===== config.mk =====
export PLATFORM = sky130hd
export DESIGN_NAME = tcoc_ctrl
export DESIGN_NICKNAME = d
export VERILOG_FILES = /design/src/tcoc_pkg.sv /design/src/tcoc_ctrl.sv
export SDC_FILE = /design/constraint.sdc
export NUM_CORES = 1
export LEC_CHECK = 0
export BUFFER_PORTS_ARGS = -buffer_cell sky130_fd_sc_hd__clkbuf_2
export CORE_MARGIN = 1.5
export CORE_UTILIZATION = 58
export CTS_BUF_LIST = sky130_fd_sc_hd__clkbuf_2
export DETAILED_ROUTE_END_ITERATION = 10
export PLACE_DENSITY = 0.95
export SLEW_MARGIN = 20
export SYNTH_ARGS = -nofsm -noshare
export SYNTH_HDL_FRONTEND = slang
export SYNTH_SLANG_ARGS = --single-unit

===== constraint.sdc =====
create_clock -name ref_clk -period 7.4 [get_ports ref_clk]
set_input_delay 1.48 -clock ref_clk [delete_from_list [all_inputs] [get_ports ref_clk]]
set_output_delay 1.48 -clock ref_clk [all_outputs]
set_load 0.03 [all_outputs]

===== src/tcoc_pkg.sv =====
// package of the timer compare-output control block: register indices,
// field positions, reset values, codes and the carrier structs.
// assumes the AXI4-Lite slave places each 8-bit register in the low byte
// of one aligned word at byte address four times its index.

package tcoc_pkg;

   // ==========================================================
   // bus geometry
   localparam int unsigned TCOC_ADDR_W = 8;
   localparam int unsigned TCOC_DATA_W = 32;
   localparam int unsigned TCOC_REG_W = 8;
   localparam logic [1:0] TCOC_RESP_OKAY = 2'h0;
   localparam logic [1:0] TCOC_RESP_SLVERR = 2'h2;

   // ==========================================================
   // register indices (byte address is four times the index)
   localparam logic [7:0] TCOC_IDX_CTRL_A = 8'h30;
   localparam logic [7:0] TCOC_IDX_CTRL_B = 8'h2F;
   localparam logic [7:0] TCOC_IDX_CTRL_C = 8'h27;
   localparam logic [7:0] TCOC_IDX_WGEN = 8'h26;
   localparam logic [7:0] TCOC_IDX_STATUS = 8'h28;
   localparam logic [7:0] TCOC_REG_RST = 8'h00;

   // ==========================================================
   // field positions (lsb of each field)
   localparam int unsigned TCOC_MODE_W = 2;
   localparam int unsigned TCOC_A_MODE_A = 6;
   localparam int unsigned TCOC_A_MODE_B = 4;
   localparam int unsigned TCOC_A_FORCE_A = 3;
   localparam int unsigned TCOC_A_FORCE_B = 2;
   localparam int unsigned TCOC_A_MODEN_A = 1;
   localparam int unsigned TCOC_A_MODEN_B = 0;
   localparam int unsigned TCOC_B_INV = 7;
   localparam int unsigned TCOC_B_PSR = 6;
   localparam int unsigned TCOC_B_DT = 4;
   localparam int unsigned TCOC_B_CS = 0;
   localparam int unsigned TCOC_C_SHADOW_A = 6;
   localparam int unsigned TCOC_C_SHADOW_B = 4;
   localparam int unsigned TCOC_C_MODE_D = 2;
   localparam int unsigned TCOC_C_FORCE_D = 1;
   localparam int unsigned TCOC_C_MODEN_D = 0;
   localparam int unsigned TCOC_W_GEN = 0;
   localparam int unsigned TCOC_S_WF = 0;
   localparam int unsigned TCOC_S_SIX = 3;
   localparam int unsigned TCOC_S_RUN = 4;

   // ==========================================================
   // channels, codes, prescaler
   localparam int unsigned TCOC_NUM_CH = 3;
   localparam int unsigned TCOC_CH_A = 0;
   localparam int unsigned TCOC_CH_B = 1;
   localparam int unsigned TCOC_CH_D = 2;
   localparam logic [1:0] TCOC_COM_OFF = 2'h0;
   localparam logic [1:0] TCOC_COM_TOGGLE = 2'h1;
   localparam logic [1:0] TCOC_COM_CLEAR = 2'h2;
   localparam logic [1:0] TCOC_COM_SET = 2'h3;
   localparam logic [3:0] TCOC_CS_STOP = 4'h0;
   localparam logic [3:0] TCOC_CS_ONE = 4'h1;
   localparam int unsigned TCOC_WGEN_SLOPE = 0;
   localparam int unsigned TCOC_WGEN_SIX = 1;
   localparam int unsigned TCOC_PRESC_W = 14;
   localparam int unsigned TCOC_DT_W = 3;
   localparam int unsigned TCOC_TAP_W = 16;

   // ==========================================================
   // carrier structs
   typedef struct packed {
      logic [2:0] match;     // compare match per channel a,b,d
      logic at_zero;         // counter equals zero
      logic count_down;      // counter is counting down
      logic pck_tick;        // fast peripheral source pulse
   } tcoc_evt_t;

   typedef struct packed {
      logic [2:0] true_lvl;
      logic [2:0] comp_lvl;
      logic [2:0] true_oe;
      logic [2:0] comp_oe;
   } tcoc_pins_t;

   typedef struct packed {
      logic [1:0] mode_a;
      logic [1:0] mode_b;
      logic [1:0] mode_d;
      logic [2:0] moden;     // modulator enables d,b,a
      logic inv;
      logic [1:0] dt_div;
      logic [3:0] clk_sel;
      logic [1:0] wgen;
   } tcoc_ctrl_t;

   localparam tcoc_ctrl_t TCOC_CTRL_RST = tcoc_ctrl_t'(0);

endpackage


===== src/tcoc_ctrl.sv =====
// timer compare-output control: AXI4-Lite registers, prescalers,
// waveform logic and pin control.
// assumes counter and compare logic on ref_clk send one-cycle pulses.
//
// Decided for this implementation: the AXI4-Lite slave port.

`timescale 1ns/1ps

module tcoc_ctrl
   import tcoc_pkg::*;
#(
   parameter int unsigned PRESC_W = TCOC_PRESC_W
)
(
   input wire logic ref_clk,
   input wire logic reset,
   input wire logic [TCOC_ADDR_W-1:0] s_axi_awaddr,
   input wire logic [2:0] s_axi_awprot,
   input wire logic s_axi_awvalid,
   output logic s_axi_awready,
   input wire logic [TCOC_DATA_W-1:0] s_axi_wdata,
   input wire logic [3:0] s_axi_wstrb,
   input wire logic s_axi_wvalid,
   output logic s_axi_wready,
   output logic [1:0] s_axi_bresp,
   output logic s_axi_bvalid,
   input wire logic s_axi_bready,
   input wire logic [TCOC_ADDR_W-1:0] s_axi_araddr,
   input wire logic [2:0] s_axi_arprot,
   input wire logic s_axi_arvalid,
   output logic s_axi_arready,
   output logic [TCOC_DATA_W-1:0] s_axi_rdata,
   output logic [1:0] s_axi_rresp,
   output logic s_axi_rvalid,
   input wire logic s_axi_rready,
   input tcoc_evt_t timer_evt,
   input wire logic async_clk_mode,
   output tcoc_ctrl_t timer_ctrl,
   output logic timer_tick,
   output logic deadtime_tick,
   output tcoc_pins_t pins
);

   // ==========================================================
   // elaboration check
   if (PRESC_W < TCOC_PRESC_W || PRESC_W > TCOC_TAP_W)
   begin : g_bad_presc
      $error("prescaler width out of range");
   end

   // ==========================================================
   // state
   typedef struct packed {
      tcoc_ctrl_t ctrl;
      logic [PRESC_W-1:0] presc;
      logic [TCOC_DT_W-1:0] dt;
      logic [TCOC_NUM_CH-1:0] wf;
      tcoc_pins_t pins;
      logic t_tick;
      logic d_tick;
      logic aw_held;
      logic [TCOC_ADDR_W-1:0] aw_addr;
      logic w_held;
      logic [TCOC_DATA_W-1:0] w_data;
      logic [3:0] w_strb;
      logic bvalid;
      logic [1:0] bresp;
      logic rvalid;
      logic [TCOC_DATA_W-1:0] rdata;
      logic [1:0] rresp;
   } tcoc_state_t;

   localparam tcoc_state_t STATE_RST = '{ctrl: TCOC_CTRL_RST, default: '0};

   tcoc_state_t s_r;
   tcoc_state_t s_nxt;

   // ==========================================================
   // functions
   // byte address of a register index
   function automatic logic [TCOC_ADDR_W-1:0] byte_addr(
      input logic [7:0] idx
   );
      return TCOC_ADDR_W'({idx, 2'b00});
   endfunction

   // divider tap: low n count bits all ones
   function automatic logic tap_hit(
      input logic [TCOC_TAP_W-1:0] cnt,
      input logic [3:0] n,
      input logic src
   );
      logic [TCOC_TAP_W-1:0] mask;
      mask = '0;
      for (int i = 0; i < TCOC_TAP_W; i++)
         mask[i] = (i < int'(n));
      return src && ((cnt & mask) == mask);
   endfunction

   // next waveform level of one channel
   function automatic logic wf_step(
      input logic cur,
      input logic [1:0] com,
      input logic pwm,
      input logic dual,
      input logic match,
      input logic zero,
      input logic down,
      input logic force_cmp
   );
      logic r;
      r = cur;
      if (com == TCOC_COM_OFF)
         r = cur;
      else if (!pwm)
      begin
         if (match || force_cmp)
         begin
            case (com)
               TCOC_COM_TOGGLE: r = ~cur;
               TCOC_COM_CLEAR: r = 1'b0;
               default: r = 1'b1;
            endcase
         end
      end
      else if (!dual)
      begin
         // match after zero so a match at zero wins
         if (zero)
            r = (com != TCOC_COM_SET);
         if (match)
            r = (com == TCOC_COM_SET);
      end
      else if (match)
      begin
         r = (com == TCOC_COM_SET) ? !down : down;
      end
      return r;
   endfunction

   // register read value and decode hit
   function automatic logic [TCOC_REG_W:0] read_reg(
      input logic [TCOC_ADDR_W-1:0] addr,
      input tcoc_ctrl_t c,
      input logic [TCOC_NUM_CH-1:0] wf
   );
      logic [TCOC_REG_W-1:0] v;
      logic hit;
      v = TCOC_REG_RST;
      hit = 1'b1;
      if (addr == byte_addr(TCOC_IDX_CTRL_A))
      begin
         // force bits stay zero on read
         v[TCOC_A_MODE_A +: TCOC_MODE_W] = c.mode_a;
         v[TCOC_A_MODE_B +: TCOC_MODE_W] = c.mode_b;
         v[TCOC_A_FORCE_A] = 1'b0;
         v[TCOC_A_FORCE_B] = 1'b0;
         v[TCOC_A_MODEN_A] = c.moden[TCOC_CH_A];
         v[TCOC_A_MODEN_B] = c.moden[TCOC_CH_B];
      end
      else if (addr == byte_addr(TCOC_IDX_CTRL_B))
      begin
         v[TCOC_B_INV] = c.inv;
         v[TCOC_B_PSR] = 1'b0;
         v[TCOC_B_DT +: 2] = c.dt_div;
         v[TCOC_B_CS +: 4] = c.clk_sel;
      end
      else if (addr == byte_addr(TCOC_IDX_CTRL_C))
      begin
         v[TCOC_C_SHADOW_A +: TCOC_MODE_W] = c.mode_a;
         v[TCOC_C_SHADOW_B +: TCOC_MODE_W] = c.mode_b;
         v[TCOC_C_MODE_D +: TCOC_MODE_W] = c.mode_d;
         v[TCOC_C_FORCE_D] = 1'b0;
         v[TCOC_C_MODEN_D] = c.moden[TCOC_CH_D];
      end
      else if (addr == byte_addr(TCOC_IDX_WGEN))
         v[TCOC_W_GEN +: 2] = c.wgen;
      else if (addr == byte_addr(TCOC_IDX_STATUS))
      begin
         v[TCOC_S_WF +: TCOC_NUM_CH] = wf;
         v[TCOC_S_SIX] = c.moden[TCOC_CH_A] && c.wgen[TCOC_WGEN_SIX];
         v[TCOC_S_RUN] = (c.clk_sel != TCOC_CS_STOP);
      end
      else
         hit = 1'b0;
      return {hit, v};
   endfunction

   // ==========================================================
   // handshake outputs
   assign s_axi_awready = !s_r.aw_held && !s_r.bvalid;
   assign s_axi_wready = !s_r.w_held && !s_r.bvalid;
   assign s_axi_arready = !s_r.rvalid;

   // ==========================================================
   // next state
   always_comb
   begin
      logic aw_fire;
      logic w_fire;
      logic do_write;
      logic [TCOC_ADDR_W-1:0] wr_addr;
      logic [TCOC_REG_W-1:0] wd;
      logic [3:0] wr_strb;
      logic [TCOC_NUM_CH-1:0] force_wr;
      logic psr_wr;
      logic src;
      logic six;
      logic dual;
      logic wf_src;
      logic [1:0] com;
      logic [TCOC_NUM_CH-1:0] wf_new;
      logic [TCOC_REG_W:0] rd;
      aw_fire = 1'b0;
      w_fire = 1'b0;
      do_write = 1'b0;
      wr_addr = '0;
      wd = '0;
      wr_strb = '0;
      force_wr = '0;
      psr_wr = 1'b0;
      src = 1'b0;
      six = 1'b0;
      dual = 1'b0;
      wf_src = 1'b0;
      com = TCOC_COM_OFF;
      wf_new = '0;
      rd = '0;
      s_nxt = s_r;

      // write address and data, taken in either order
      aw_fire = s_axi_awvalid && s_axi_awready;
      w_fire = s_axi_wvalid && s_axi_wready;
      wr_addr = s_r.aw_held ? s_r.aw_addr : s_axi_awaddr;
      wd = s_r.w_held ? s_r.w_data[TCOC_REG_W-1:0]
                      : s_axi_wdata[TCOC_REG_W-1:0];
      wr_strb = s_r.w_held ? s_r.w_strb : s_axi_wstrb;
      do_write = (s_r.aw_held || aw_fire) && (s_r.w_held || w_fire);
      if (aw_fire)
      begin
         s_nxt.aw_held = 1'b1;
         s_nxt.aw_addr = s_axi_awaddr;
      end
      if (w_fire)
      begin
         s_nxt.w_held = 1'b1;
         s_nxt.w_data = s_axi_wdata;
         s_nxt.w_strb = s_axi_wstrb;
      end
      if (s_r.bvalid && s_axi_bready)
         s_nxt.bvalid = 1'b0;

      // register writes, low byte lane only
      if (do_write)
      begin
         rd = read_reg(wr_addr, s_r.ctrl, s_r.wf);
         s_nxt.aw_held = 1'b0;
         s_nxt.w_held = 1'b0;
         s_nxt.bvalid = 1'b1;
         s_nxt.bresp = rd[TCOC_REG_W] ? TCOC_RESP_OKAY : TCOC_RESP_SLVERR;
         if (wr_strb[0])
         begin
            if (wr_addr == byte_addr(TCOC_IDX_CTRL_A))
            begin
               s_nxt.ctrl.mode_a = wd[TCOC_A_MODE_A +: TCOC_MODE_W];
               s_nxt.ctrl.mode_b = wd[TCOC_A_MODE_B +: TCOC_MODE_W];
               s_nxt.ctrl.moden[TCOC_CH_A] = wd[TCOC_A_MODEN_A];
               s_nxt.ctrl.moden[TCOC_CH_B] = wd[TCOC_A_MODEN_B];
               force_wr[TCOC_CH_A] = wd[TCOC_A_FORCE_A];
               force_wr[TCOC_CH_B] = wd[TCOC_A_FORCE_B];
            end
            else if (wr_addr == byte_addr(TCOC_IDX_CTRL_B))
            begin
               s_nxt.ctrl.inv = wd[TCOC_B_INV];
               psr_wr = wd[TCOC_B_PSR];
               s_nxt.ctrl.dt_div = wd[TCOC_B_DT +: 2];
               s_nxt.ctrl.clk_sel = wd[TCOC_B_CS +: 4];
            end
            else if (wr_addr == byte_addr(TCOC_IDX_CTRL_C))
            begin
               s_nxt.ctrl.mode_a = wd[TCOC_C_SHADOW_A +: TCOC_MODE_W];
               s_nxt.ctrl.mode_b = wd[TCOC_C_SHADOW_B +: TCOC_MODE_W];
               s_nxt.ctrl.mode_d = wd[TCOC_C_MODE_D +: TCOC_MODE_W];
               s_nxt.ctrl.moden[TCOC_CH_D] = wd[TCOC_C_MODEN_D];
               force_wr[TCOC_CH_D] = wd[TCOC_C_FORCE_D];
            end
            else if (wr_addr == byte_addr(TCOC_IDX_WGEN))
               s_nxt.ctrl.wgen = wd[TCOC_W_GEN +: 2];
         end
      end

      // read channel, one read under way at a time
      if (s_axi_arvalid && s_axi_arready)
      begin
         rd = read_reg(s_axi_araddr, s_r.ctrl, s_r.wf);
         s_nxt.rvalid = 1'b1;
         s_nxt.rdata = {{(TCOC_DATA_W-TCOC_REG_W){1'b0}},
                        rd[TCOC_REG_W-1:0]};
         s_nxt.rresp = rd[TCOC_REG_W] ? TCOC_RESP_OKAY : TCOC_RESP_SLVERR;
      end
      else if (s_r.rvalid && s_axi_rready)
      begin
         s_nxt.rvalid = 1'b0;
      end

      // clock prescaler, source chosen by clocking mode
      src = async_clk_mode ? timer_evt.pck_tick : 1'b1;
      if (psr_wr)
         s_nxt.presc = '0;
      else if (src)
         s_nxt.presc = s_r.presc + 1'b1;
      s_nxt.t_tick = (s_r.ctrl.clk_sel != TCOC_CS_STOP) &&
                     tap_hit(TCOC_TAP_W'(s_r.presc),
                             s_r.ctrl.clk_sel - TCOC_CS_ONE, src);

      // dead-time prescaler on the undivided timer clock
      if (src)
         s_nxt.dt = s_r.dt + 1'b1;
      s_nxt.d_tick = tap_hit(TCOC_TAP_W'(s_r.dt),
                             {2'b00, s_r.ctrl.dt_div}, src);

      // waveforms use the post-write settings
      six = s_nxt.ctrl.moden[TCOC_CH_A] &&
            s_nxt.ctrl.wgen[TCOC_WGEN_SIX];
      dual = s_nxt.ctrl.wgen[TCOC_WGEN_SLOPE];
      for (int ch = 0; ch < TCOC_NUM_CH; ch++)
      begin
         com = (ch == TCOC_CH_A) ? s_nxt.ctrl.mode_a :
               (ch == TCOC_CH_B) ? s_nxt.ctrl.mode_b : s_nxt.ctrl.mode_d;
         wf_new[ch] = wf_step(s_r.wf[ch], com, s_nxt.ctrl.moden[ch], dual,
                              timer_evt.match[ch], timer_evt.at_zero,
                              timer_evt.count_down,
                              force_wr[ch] && !s_nxt.ctrl.moden[ch]);
      end
      s_nxt.wf = wf_new;

      // pin drive and connection per channel
      for (int ch = 0; ch < TCOC_NUM_CH; ch++)
      begin
         com = (ch == TCOC_CH_A) ? s_nxt.ctrl.mode_a :
               (ch == TCOC_CH_B) ? s_nxt.ctrl.mode_b : s_nxt.ctrl.mode_d;
         if (six)
         begin
            // all pins follow the channel A waveform
            wf_src = wf_new[TCOC_CH_A];
            s_nxt.pins.true_oe[ch] = (s_nxt.ctrl.mode_a != TCOC_COM_OFF);
            s_nxt.pins.comp_oe[ch] = (s_nxt.ctrl.mode_a != TCOC_COM_OFF);
         end
         else
         begin
            wf_src = wf_new[ch];
            s_nxt.pins.true_oe[ch] = (com != TCOC_COM_OFF);
            s_nxt.pins.comp_oe[ch] = s_nxt.ctrl.moden[ch] &&
                                     (com == TCOC_COM_TOGGLE);
         end
         s_nxt.pins.true_lvl[ch] = wf_src ^ s_nxt.ctrl.inv;
         s_nxt.pins.comp_lvl[ch] = ~wf_src ^ s_nxt.ctrl.inv;
      end
   end

   // ==========================================================
   // state register
   always_ff @(posedge ref_clk)
   begin
      if (reset)
         s_r <= STATE_RST;
      else
         s_r <= s_nxt;
   end

   // ==========================================================
   // outputs from flip-flops
   assign s_axi_bvalid = s_r.bvalid;
   assign s_axi_bresp = s_r.bresp;
   assign s_axi_rvalid = s_r.rvalid;
   assign s_axi_rdata = s_r.rdata;
   assign s_axi_rresp = s_r.rresp;
   assign timer_ctrl = s_r.ctrl;
   assign timer_tick = s_r.t_tick;
   assign deadtime_tick = s_r.d_tick;
   // oe is override only; direction bits gate the drivers
   assign pins = s_r.pins;

endmodule


==> out/results.txt <==
HPWL after detailed placement = 7950 um
Fillers = 666
Die span in y = 93.1 um
Most area-consuming cells after synthesis = dfxtp_1 (35%), buf_4 (11%), mux2i_1 (8.1%)
Number of vias per cell after detailed routing = 5.84
Design Area, Final = 0.00490 mm^2
Overflow left after global routing = 0
Final hold slack = 0.478 ns
Number of synthesized register bits = 83
Required @ worst endpoint = 7.87 ns
DRT iter0 DRCs = 256
DIE AREA = 0.00867 mm^2
Category of the critical setup timing path = in2reg
Launching element of the worst setup path = s_axi_awaddr[0]
Leakage dissipation = 2.11 nW
Area overhead of the layout relative to synthesis = 4.12%
Cells after synthesis = 559
Result of the run = completed
Fraction of layout cells with a size suffix above 1 = 21.5%
FF-to-FF Start = s_r[83]
Reg clk slew, reported paths = 0.22 ns
Total number of vias = 4074
Cells resized by post-CTS repair = 0
Horizontal extent of the die = 93.1 um
Unrepaired setup endpoints after global routing = false
CP Capture Type = register
Max IR drop VDD = 0.188 mV
Most used DFF post-synth = dfxtp_1
Worst-path fanout max = 9
Starting density of the core = 60.3%
Final worst path period need = 4.30 ns
Placeable Area = 0.00781 mm^2
Register area share after synthesis = 35.3%
Setup-violating endpoint count in the final report = 0
Total negative slack = 0 ns
Count of hold buffers inserted by post-cts repair = 0
Number of global-route vias before repair = 3735
Worst min-delay path category = reg2reg
Avg Synthesized Cell Area = 8.42 um^2
Count of pins on the block boundary = 145
Final wirelength = 10600 um
Diodes inserted = 0
Post-route core utilization = 62.8%
TritonCTS clock tree = done
Critical Path Source Type = input pin
DR pass1 iterations = 4
Clock latency on the worst-skew pair = 0.55 ns
Placed Instance Area = 0.00478 mm^2
Worst Tran Pin Value = 0.974 ns
Count of standard-cell rows = 32
Routed wire length per instance = 15.2 um
Remaining antenna violation count after routing = 0
Worst slack, placed = 2.60 ns
Most used standard cell by instance count after synthesis = dfxtp_1
Final max-slew violation count = 0
Largest net degree at the start of global routing = 68
Clock sink total = 83
# DRC = 0
Number of CTS-inserted buffers = 9
F_max = 232 MHz
Count of yosys warnings during synthesis = 0
Global-route wire length before repair = 17400 um
Number of distinct library cells after synthesis = 66
Number of failing hold endpoints at the final stage = 0
Post-route setup slack = 3.10 ns
Total of max-cap violations = 0
Number of buffer cells added on primary ports = 85
Combined area of all synthesized cells = 0.00471 mm^2
Hold path startpoint = s_axi_rdata[6]
Worst slew margin relative to its limit = 35.0%
Maximum buffer depth of the clock tree = 2
CTS root buffer = clkbuf_2
Post-CTS Repair Setup Buffers = 0
Fraction of synthesized cell area taken by the top area cell type = 35.3%
Power density over the cells = 181 mW/mm^2
CP arrival = 4.77 ns
Number of enable flip-flop cells after synthesis = 0
Top cell types by occurrence after synthesis = dfxtp_1 (83), nor2_1 (80), buf_4 (66)
Dominant cell type by area after synthesis = dfxtp_1
Level count of the clock H-tree = 3
All-Layer GR Usage = 25.3%
Proportion of synthesized flip-flops having asynchronous set or reset = 0%
Number of nets in the layout = 670
Setup Skew = 0.0327 ns
Final RePlAce weighted congestion = 0.890
Period Utilization, post-route = 58.2%
Number of antenna violations at the first check in global routing = 0
==> worst max-delay path, stage by stage <==
cell	delay (ns)
clkbuf_2	0.09
or3_4	0.37
a222oi_1	0.81
nand3_1	0.60
mux2_2	0.46
mux2_2	0.26
mux2i_1	0.13
a211oi_1	0.09
o22ai_2	0.24
mux2i_1	0.23
==> routing by layer <==
| metal | part of all wire, % | track usage, % |
|---|---|---|
| met5 | 0 | 0 |
| met4 | 1.5 | 6.57 |
| met3 | 8.0 | 7.48 |
| met2 | 47 | 41.4 |
| met1 | 44 | 32.5 |
==> where the power goes <==
group / internal [mW] / total [mW] / switching, mW
Sequential: 0.465 / 0.483 / 0.0180
Combinational: 0.0503 / 0.147 / 0.0966
Clock: 0.107 / 0.258 / 0.150
Total: 0.623 / 0.888 / 0.265
==> state kept, by name, indices dropped and copies added, names as in the netlist <==
signal and count:
s_axi_rresp 1, s_axi_rvalid 1, s_axi_rdata 8, s_axi_bresp 1
timer_tick 1, timer_ctrl 18, s_axi_bvalid 1, s_r 39
pins 12, deadtime_tick 1
==> through the flow <==
step / total power [mW] / instances
finish: 0.888 / 698
global route: 0.928 / 698
CTS: 0.892 / 698
detailed placement: 0.637 / 684
global placement: 0.630 / 684
floorplan: 0.615 / 584
==> cell usage in the layout (no fill, tap or decap), types with 14 or more instances in the layout <==
| cell type | synthesis | routed |
|---|---|---|
| a21oi_1 | 31 | 31 |
| dfxtp_1 | 83 | 83 |
| mux2i_1 | 38 | 38 |
| clkbuf_2 | 0 | 94 |
| mux2_2 | 15 | 15 |
| conb_1 | 1 | 26 |
| nand2_1 | 36 | 36 |
| inv_1 | 14 | 14 |
| nor2_1 | 80 | 80 |
| nor3_1 | 14 | 14 |
==> final timing paths <==
check	endpoint	slack, ns	depth (start not counted)
hold / removal	s_axi_rdata[6]	0.48	2
setup reg to reg	pins[11]	3.33	9
hold reg to reg	s_axi_rdata[6]	0.48	2
setup / recovery	pins[11]	3.10	10
==> cell type report <==
type                       count  area [um^2]  area share [%]
sequential                    83         1660            33.9
clock inverter                 5         80.1            1.63
timing repair buffer          86          433            8.83
inverter                      14         52.6            1.07
tap                          102          128            2.60
clock buffer                   9         45.0           0.919
multi-input combinational    399         2500            51.1
==> cells by family after synthesis <==
family                   after synthesis  synth area share, %
AND/OR/NAND/NOR                      205                 21.3
buffers and inverters                102                 13.5
AO/OA/AOI/OAI                         94                 13.8
flip-flops                            83                 35.3
multiplexers                          53                 11.7
XOR/XNOR                              16                 2.98
adder cells (fa/ha/maj)                5                 1.33
other                                  1               0.0796
Note: power is estimated with default switching activity, not from simulation.
